## config.mk

```make
export PLATFORM = sky130hd
export DESIGN_NAME = rcac_core
export DESIGN_NICKNAME = d
export VERILOG_FILES = /design/src/verilog/rcac_pkg.sv /design/src/verilog/rcac_sync3.sv /design/src/verilog/rcac_por_timer.sv /design/src/verilog/rcac_core.sv
export SDC_FILE = /design/constraint.sdc
export NUM_CORES = 1
export LEC_CHECK = 0
export ABC_AREA = 1
export BUFFER_PORTS_ARGS = -buffer_cell sky130_fd_sc_hd__buf_2
export CAP_MARGIN = 30
export CORE_MARGIN = 3
export CORE_UTILIZATION = 47
export CTS_CLUSTER_SIZE = 20
export DETAILED_ROUTE_END_ITERATION = 12
export PLACE_DENSITY = 0.88
export SYNTH_ARGS = -nofsm -noshare
export SYNTH_HDL_FRONTEND = slang
export SYNTH_SLANG_ARGS = --single-unit
```

## constraint.sdc

```tcl
create_clock -name clock -period 1.26 [get_ports clock]
set_input_delay 0.063 -clock clock [delete_from_list [all_inputs] [get_ports clock]]
set_output_delay 0.063 -clock clock [all_outputs]
set_load 0.02 [all_outputs]
```

## src/verilog/rcac_pkg.sv

```systemverilog
//==============================================================================
// Reset, power-on sequencing and slow-clock configuration: shared definitions
//==============================================================================
// Purpose: Constants, field layouts, reset values and carrier types of the block.
// Assumes: Block clock is the internal RC clock at 100 MHz.
// Notes:   Contract

package rcac_pkg;

  //============================================================================
  // Timing
  //============================================================================
  localparam int unsigned CLK_MHZ          = 100;
  localparam int unsigned RESET_EXIT_NS    = 1400;
  localparam int unsigned RESET_EXIT_CYC   = RESET_EXIT_NS * CLK_MHZ / 1000;
  localparam int unsigned IRQ_SET_US       = 100;
  localparam int unsigned IRQ_SET_CYC      = IRQ_SET_US * CLK_MHZ;
  localparam int unsigned IRQ_CLR_US       = 90;
  localparam int unsigned IRQ_CLR_CYC      = IRQ_CLR_US * CLK_MHZ;
  localparam int unsigned IRQ_CNT_W        = 14;
  localparam int unsigned RC_DIV_W         = 6;      // Divide by 64
  localparam logic [7:0]  POR_PRESET       = 8'hFF;

  //============================================================================
  // Slow-clock setup register
  //============================================================================
  localparam int unsigned CLK_OUT_EN_BIT   = 6;
  localparam int unsigned BYPASS_BIT       = 3;
  localparam int unsigned SRC_LSB          = 0;
  localparam logic [7:0]  CLK_SETUP_MASK   = 8'h4B;
  localparam logic [7:0]  CLK_SETUP_RESET  = 8'h00;
  localparam logic [1:0]  SRC_RC_DIV       = 2'b00;
  localparam logic [1:0]  SRC_EXTERNAL     = 2'b11;

  //============================================================================
  // Configuration defaults and address
  //============================================================================
  localparam logic [3:0]  KEY_ROWS_DEF     = 4'h3;
  localparam logic [3:0]  KEY_COLS_DEF     = 4'h3;
  localparam logic [7:0]  DEBOUNCE_DEF     = 8'h03;
  localparam logic [7:0]  ACTIVE_TIME_DEF  = 8'h7D;  // 125 units of 4 ms
  localparam logic [6:0]  ADDR_BASE        = 7'h42;
  localparam int unsigned ROW8_BIT         = 8;

  //============================================================================
  // Types
  //============================================================================
  typedef enum logic [2:0] {
    ST_RESET    = 3'b000,
    ST_WAIT_IRQ = 3'b001,
    ST_WAIT_CFG = 3'b011,
    ST_CFG_DLY  = 3'b010,
    ST_RUN      = 3'b110
  } rcac_state_e;

  typedef struct packed {
    logic [3:0] key_rows;
    logic [3:0] key_cols;
    logic       mux_enable;
    logic       irq_enable;
    logic       irq_active_low;
    logic [7:0] debounce;
    logic [7:0] active_time;
  } rcac_dev_cfg_s;

  typedef struct packed {
    logic [7:0]  col_pullup;
    logic [11:0] row_oe;
    logic [11:0] row_out;
    logic        irq_n_out;
    logic        irq_n_oe;
    logic [2:0]  pwm_oe;
    logic [1:0]  addr_pin_oe;
    logic        bus_open_drain;
    logic        crystal_out_pullup;
  } rcac_pins_s;

endpackage

```

## src/verilog/rcac_sync3.sv

```systemverilog
//==============================================================================
// Three-stage pin synchroniser with agreement filter
//==============================================================================
// Purpose: Brings asynchronous pins onto the block clock.
// Assumes: Each bit is an independent level.
// Notes:   A bit changes only once stages two and three agree.
`timescale 1ns/10ps
`default_nettype none

module rcac_sync3 #(
  parameter int unsigned      W       = 1,
  parameter logic [W-1:0]     RST_VAL = '0
) (
  // Clock and reset
  input  wire logic         clock,
  input  wire logic         resetn,
  input  wire logic         ce,
  // Levels
  input  wire logic [W-1:0] pin_in,
  output logic      [W-1:0] level_out
);

  typedef struct packed {
    logic [W-1:0] s1;
    logic [W-1:0] s2;
    logic [W-1:0] s3;
    logic [W-1:0] lvl;
  } rcac_sync_s;

  rcac_sync_s q;
  rcac_sync_s d;

  always_comb
  begin
    d     = q;
    d.s1  = pin_in;
    d.s2  = q.s1;
    d.s3  = q.s2;
    for (int i = 0; i < int'(W); i++)
    begin
      if (q.s2[i] == q.s3[i])
        d.lvl[i] = q.s3[i];
    end
  end

  always_ff @(posedge clock)
  begin
    if (!resetn)
      q <= {RST_VAL, RST_VAL, RST_VAL, RST_VAL};
    else if (ce)
      q <= d;
  end

  assign level_out = q.lvl;

endmodule // rcac_sync3

`default_nettype wire

```

## src/verilog/rcac_por_timer.sv

```systemverilog
//==============================================================================
// Power-on reset down-counter
//==============================================================================
// Purpose: Holds the power-on reset for 256 RC cycles after supply is good.
// Assumes: supply_ok is already synchronised.
// Notes:   A supply dip re-arms the counter.
`timescale 1ns/10ps
`default_nettype none

module rcac_por_timer
  import rcac_pkg::*;
(
  // Clock and reset
  input  wire logic clock,
  input  wire logic resetn,
  input  wire logic ce,
  // Supply and reset
  input  wire logic supply_ok,
  output logic      por_active
);

  typedef struct packed {
    logic [7:0] cnt;
    logic       active;
  } rcac_por_s;

  rcac_por_s q;
  rcac_por_s d;

  always_comb
  begin
    d = q;
    if (!supply_ok)
    begin
      d.cnt    = POR_PRESET;
      d.active = 1'b1;
    end
    else if (q.active)
    begin
      d.cnt = q.cnt - 8'h01;
      if (q.cnt == 8'h00)
        d.active = 1'b0;
    end
  end

  always_ff @(posedge clock)
  begin
    if (!resetn)
      q <= {POR_PRESET, 1'b1};
    else if (ce)
      q <= d;
  end

  assign por_active = q.active;
endmodule // rcac_por_timer

`default_nettype wire

```

## src/verilog/rcac_core.sv

```systemverilog
//==============================================================================
// Reset, power-on sequencing and slow-clock configuration
//==============================================================================
// Purpose: Combines reset sources, applies defaults, drives pin states, holds the
//          slow-clock setup byte and the sampled slave address.
// Assumes: Host command decode delivers one-cycle strobes on this clock.
// Notes:   Pin reset acts after the three-stage synchroniser, well inside 1400 ns.
`timescale 1ns/10ps
`default_nettype none

module rcac_core
  import rcac_pkg::*;
#(
  parameter int unsigned IRQ_SET_CYC_P = IRQ_SET_CYC,
  parameter int unsigned IRQ_CLR_CYC_P = IRQ_CLR_CYC
) (
  // Clock, reset and enable
  input  wire logic                   clock,
  input  wire logic                   resetn,
  input  wire logic                   ce,
  // Asynchronous pins
  input  wire logic                   reset_pin_n,
  input  wire logic                   supply_ok,
  input  wire logic                   low_freq_clock_in,
  input  wire logic [1:0]             addr_select_pins,
  // Host commands
  input  wire logic                   reset_cmd,
  input  wire logic                   config_cmd,
  input  wire logic                   clk_setup_we,
  input  wire logic [7:0]             clk_setup_wdata,
  // First bus byte
  input  wire logic                   addr_byte_valid,
  input  wire logic [7:0]             addr_byte,
  // Clock configuration
  output logic [7:0]                  slow_clock_setup,
  output logic                        slow_clock_out_enable,
  output logic                        crystal_bypass_select,
  output logic [1:0]                  pwm_clock_source,
  output logic                        crystal_osc_enable,
  output logic                        pwm_timebase,
  // Device state
  output var rcac_pkg::rcac_dev_cfg_s dev_cfg,
  output var rcac_pkg::rcac_pins_s    pins,
  output logic                        in_reset,
  output logic                        uninitialized_flag,
  output logic [6:0]                  slave_address,
  output logic                        addr_hit,
  output logic                        addr_read
);

  //============================================================================
  // State
  //============================================================================
  typedef struct packed {
    rcac_state_e          st;
    logic                 in_reset;
    logic                 uninit;
    logic [IRQ_CNT_W-1:0] cnt;
    logic [RC_DIV_W-1:0]  div;
    logic                 timebase;
    logic [7:0]           setup;
    logic                 xtal_en;
    rcac_dev_cfg_s        dev;
    logic [6:0]           addr;
    logic                 addr_hit;
    logic                 addr_read;
    rcac_pins_s           pins;
  } rcac_core_s;

  localparam logic [IRQ_CNT_W-1:0] SET_LAST = IRQ_CNT_W'(IRQ_SET_CYC_P - 1);
  localparam logic [IRQ_CNT_W-1:0] CLR_LAST = IRQ_CNT_W'(IRQ_CLR_CYC_P - 1);
  localparam int REL_MAX = RESET_EXIT_CYC;

  rcac_core_s q;
  rcac_core_s d;

  logic [4:0] pin_lvl;
  logic       rst_n_s;
  logic       supply_s;
  logic [1:0] addr_s;
  logic       lfclk_s;
  logic       por_active;
  logic       rst_req;

  //============================================================================
  // Pin synchronisers and power-on timer
  //============================================================================
  rcac_sync3 #(
    .W       (5),
    .RST_VAL (5'h01)
  ) u_sync (
    .clock     (clock),
    .resetn    (resetn),
    .ce        (ce),
    .pin_in    ({low_freq_clock_in, addr_select_pins, supply_ok, reset_pin_n}),
    .level_out (pin_lvl)
  );

  assign rst_n_s  = pin_lvl[0];
  assign supply_s = pin_lvl[1];
  assign addr_s   = pin_lvl[3:2];
  assign lfclk_s  = pin_lvl[4];

  rcac_por_timer u_por (
    .clock      (clock),
    .resetn     (resetn),
    .ce         (ce),
    .supply_ok  (supply_s),
    .por_active (por_active)
  );

  // Any of the three sources; the registered copy releases everything together
  assign rst_req = !rst_n_s || por_active || reset_cmd;

  //============================================================================
  // Next state
  //============================================================================
  always_comb
  begin
    d          = q;
    d.in_reset = rst_req;
    d.addr_hit = 1'b0;
    d.div      = q.div + RC_DIV_W'(1);
    // Timebase follows the selected source; reserved codes park it low
    unique case (q.setup[SRC_LSB +: 2])
      SRC_RC_DIV:   d.timebase = q.div[RC_DIV_W-1];
      SRC_EXTERNAL: d.timebase = lfclk_s;
      default:      d.timebase = 1'b0;
    endcase
    d.xtal_en = !q.setup[BYPASS_BIT];

    if (q.in_reset)
    begin
      d.st                      = ST_RESET;
      d.cnt                     = '0;
      d.uninit                  = 1'b1;
      d.setup                   = CLK_SETUP_RESET;
      d.dev.key_rows            = KEY_ROWS_DEF;
      d.dev.key_cols            = KEY_COLS_DEF;
      d.dev.mux_enable          = 1'b0;
      d.dev.irq_enable          = 1'b1;
      d.dev.irq_active_low      = 1'b1;
      d.dev.debounce            = DEBOUNCE_DEF;
      d.dev.active_time         = ACTIVE_TIME_DEF;
      d.addr                    = ADDR_BASE + {5'h00, addr_s};
      d.addr_read               = 1'b0;
      // Everything floats; bus pins stay open-drain, crystal output weakly up
      d.pins                    = '0;
      d.pins.bus_open_drain     = 1'b1;
      d.pins.crystal_out_pullup = 1'b1;
    end
    else
    begin
      unique case (q.st)
        ST_RESET:
        begin
          d.st                  = ST_WAIT_IRQ;
          d.pins.col_pullup     = 8'h0F;
          d.pins.row_oe         = 12'h007;
          d.pins.row_out        = 12'h000;
        end
        ST_WAIT_IRQ:
        begin
          d.cnt = q.cnt + IRQ_CNT_W'(1);
          if (q.cnt == SET_LAST)
          begin
            d.st             = ST_WAIT_CFG;
            d.cnt            = '0;
            d.pins.irq_n_oe  = 1'b1;
            d.pins.irq_n_out = 1'b0;
          end
        end
        ST_WAIT_CFG:
        begin
          if (config_cmd)
          begin
            d.st     = ST_CFG_DLY;
            d.uninit = 1'b0;
          end
        end
        ST_CFG_DLY:
        begin
          d.cnt = q.cnt + IRQ_CNT_W'(1);
          if (q.cnt == CLR_LAST)
          begin
            d.st             = ST_RUN;
            d.cnt            = '0;
            d.pins.irq_n_out = 1'b1;
          end
        end
        ST_RUN:
        begin
          d.st = ST_RUN;
        end
        default:
        begin
          d.st = ST_RESET;
        end
      endcase

      // Written once at init by the host; later writes are still taken
      if (clk_setup_we)
        d.setup = clk_setup_wdata & CLK_SETUP_MASK;

      // Shared row-8 pin follows the new setup byte, so the pin is released
      // in the same cycle that the buffer enable drops
      if (d.setup[CLK_OUT_EN_BIT])
      begin
        d.pins.row_oe[ROW8_BIT]  = 1'b1;
        d.pins.row_out[ROW8_BIT] = q.timebase;
      end
      else
      begin
        d.pins.row_oe[ROW8_BIT]  = 1'b0;
        d.pins.row_out[ROW8_BIT] = 1'b0;
      end

      if (addr_byte_valid)
      begin
        d.addr_hit  = (addr_byte[7:1] == q.addr);
        d.addr_read = addr_byte[0];
      end
    end
  end

  always_ff @(posedge clock)
  begin
    if (!resetn)
    begin
      q          <= '0;
      q.in_reset <= 1'b1;
      q.uninit   <= 1'b1;
    end
    else if (ce)
    begin
      q <= d;
    end
  end

  //============================================================================
  // Outputs
  //============================================================================
  assign slow_clock_setup      = q.setup;
  assign slow_clock_out_enable = q.setup[CLK_OUT_EN_BIT];
  assign crystal_bypass_select = q.setup[BYPASS_BIT];
  assign pwm_clock_source      = q.setup[SRC_LSB +: 2];
  assign crystal_osc_enable    = q.xtal_en;
  assign pwm_timebase          = q.timebase;
  assign dev_cfg               = q.dev;
  assign pins                  = q.pins;
  assign in_reset              = q.in_reset;
  assign uninitialized_flag    = q.uninit;
  assign slave_address         = q.addr;
  assign addr_hit              = q.addr_hit;
  assign addr_read             = q.addr_read;
endmodule // rcac_core

`default_nettype wire

```

==> impl_metrics.json <==
{
  "overflow": 0,
  "drtIter0Drc": 172,
  "skew_ns": 0.005306,
  "setup_viol": 19,
  "ios": 121,
  "status": "finished with violations",
  "rows": 32,
  "gp_congestion": 0.8853,
  "core_region_area_um2": 7928,
  "yosysTopAreaCell": "dfxtp_1",
  "ys_seq_area_share_pct": 35.71,
  "grt_max_degree": 19,
  "cts_sinks": 70,
  "antennaDiodeCount": 0,
  "clk_pin_slew_ns": 0.07,
  "clock_path_buffers": 2,
  "drtAntennaViolNets": 0,
  "die_w_um": 97.37,
  "worstPathMaxFanout": 6,
  "startpoint_type": "register",
  "hp-class": "in -> reg",
  "yosys-top-cells-area": "dfxtp_1, buf_4, nand2_1",
  "crit_required_ns": 1.51,
  "dp_cells": 707,
  "port_buffers": 68,
  "finalCritPeriodShare_pct": 112.3,
  "final_util_pct": 59.49,
  "layout-drive-gt1-share_pct": 32.33,
  "grt_setup_unrepaired": "true",
  "violations": "setup timing",
  "drc": 0,
  "via_count": 3707,
  "instances_no_fill": 736,
  "htree_num_levels": 3,
  "drv_cap": 0,
  "hpwl_mm": 6.982,
  "ys_types": 36,
  "grt_pass1_vias": 3481,
  "synth_cells": 548,
  "nNetsFinal": 664,
  "cp-end-kind": "register",
  "slew_violations": 0,
  "p_leak_nw": 2.185,
  "first_pass_iters": 5,
  "setup_tns_ns": -1.673,
  "die_y_um": 97.37,
  "post_dp_cell_area_um2": 4185,
  "drt-wirelength-per-cell_um": 13.44,
  "fin_crit_ns": 1.414,
  "grt_pass1_wl_mm": 15.82,
  "clk_latency_ns": 0.35,
  "root_buffer": "clkbuf_8",
  "numCtsBuffers": 9,
  "power_w": 0.005053,
  "worst_slack_ns": -0.1545,
  "critPathArrivalTime_ns": 1.66,
  "cts_tree": "built",
  "holdPathStages": 2,
  "antenna_found_initial": 0,
  "fmax_mhz": 707.0,
  "netlist.area_leader.share_pct": 35.71,
  "vias_per_cell": 5.037,
  "reg2reg_depth": 8,
  "netlist_area_um2": 3924,
  "start_util_pct": 49.49,
  "fillers": 647,
  "grt.total_usage_pct": 19.96,
  "avgSynthCellArea_um2": 7.160,
  "ys_ff_latch": 70,
  "drt-total-wl_mm": 9.895,
  "hold_viol": 0,
  "peakVddDrop_mv": 0.6866,
  "path_class": "reg -> reg",
  "stdcell_area_um2": 4716,
  "yosys_warnings": 0,
  "syn2layout_area_growth_pct": 20.18,
  "p_per_area_nw_per_um2": 1072,
  "dieArea_um2": 9481
}
-- Yosys cell counts, drive strengths merged --
cell type and count:
a21o 2, a21oi 32, a31oi 3, and3 1, buf 95, clkbuf 5
conb 1, dfxtp 70, ha 6, inv 46, nand2 98, nand3 34
nand3b 1, nand4 9, nor2 83, nor3 9, o2111ai 2, o211ai 2
o21ai 37, o21bai 2, o31ai 1, or2 2, xnor2 3, xor2 4
-- placed cells by master (no fill, tap or decap), drive strengths merged, types with 3 or more instances in the layout --
master         n
nor2          83
a21oi         32
ha             6
conb          48
dlygate4sd3    8
nand3         34
xnor2          3
a31oi          3
nand4          9
nand2         98
xor2           4
nor3           9
buf          115
dfxtp         70
o21ai         37
clkbuf        11
inv           47
-- power breakdown --
part | switching (W) | total, W | internal [W]
clock | 0.000822 | 0.00192 | 0.00110
combinational | 0.000541 | 0.000790 | 0.000248
sequential | 0.0000601 | 0.00234 | 0.00228
-- routing by layer --
layer	wire length, um	GRT usage, %
met1	3923	22.62
met2	5027	35.90
met3	655	4.953
met4	288	7.455
met5	0	0
-- area by class of cell --
| type | instances | area [um2] | area share (%) |
|---|---|---|---|
| repair buffers | 123 | 784.5 | 16.64 |
| inverters | 46 | 182.7 | 3.874 |
| flip-flops and latches | 70 | 1424 | 30.19 |
| clock inverters | 4 | 72.57 | 1.539 |
| well taps | 102 | 127.6 | 2.706 |
| repair inverters | 1 | 6.256 | 0.1327 |
| multi-input cells | 379 | 1987 | 42.13 |
| clock buffers | 11 | 131.4 | 2.786 |
-- registers in the layout, indices dropped and copies added, names as in the netlist --
register            count
u_sync.q                5
pwm_timebase            1
u_por.q                 8
uninitialized_flag      1
slow_clock_setup        4
in_reset                1
q                      23
addr_hit                1
u_sync.level_out        5
u_por.por_active        1
slave_address           4
crystal_osc_enable      1
addr_read               1
u_sync.d               10
pins                    4
-- kinds of logic after synthesis --
kind of cell	synth area share [%]
AOI/OAI and AO/OA	11.16
xor gates and xnor gates	1.563
adders and majority gates	1.913
buffers and inverters	22.74
DFF	35.71
other	0.09557
and+or+nand+nor	26.82
-- path summary, 6_finish.rpt --
path | from | end | slack, ns
max | q[94]$_SDFFE_PN0P_ | q[97]$_SDFFE_PN0P_ | -0.15
min | resetn | u_por.q[2]$_SDFFE_PN1P_ | 0.009
max reg2reg | q[94]$_SDFFE_PN0P_ | q[97]$_SDFFE_PN0P_ | -0.15
min reg2reg | uninitialized_flag$_SDFFE_PN1P_ | uninitialized_flag$_SDFFE_PN1P_ | 0.46
-- metrics by stage --
stage,setup WS [ns],hold slack (ns)
2_1_floorplan,0.01064,0.1893
3_3_place_gp,-0.06374,0.2809
3_5_place_dp,-0.1504,0.2887
4_1_cts,-0.1201,0.008436
5_1_grt,-0.2395,0.006652
6_report,-0.1545,0.009110
-- timing repair --
item,CTS,global route
hold endpoints to repair,8,0
gates resized for setup,31,36
hold buffers,8,0
endpoints found under the setup margin,20,25
cloned,1,0
pin swaps,20,15
buffers inserted,4,1
-- critical path, cell delays in order, from the launching register on --
cell and delay, ns:
dfxtp_4 0.36, ha_4 0.16, nand3_4 0.12, nor2_2 0.10, nand2_1 0.07, nand3_2 0.08
buf_4 0.13, nand3_4 0.12, and3_4 0.17
Note: power is estimated with default switching activity, not from simulation.
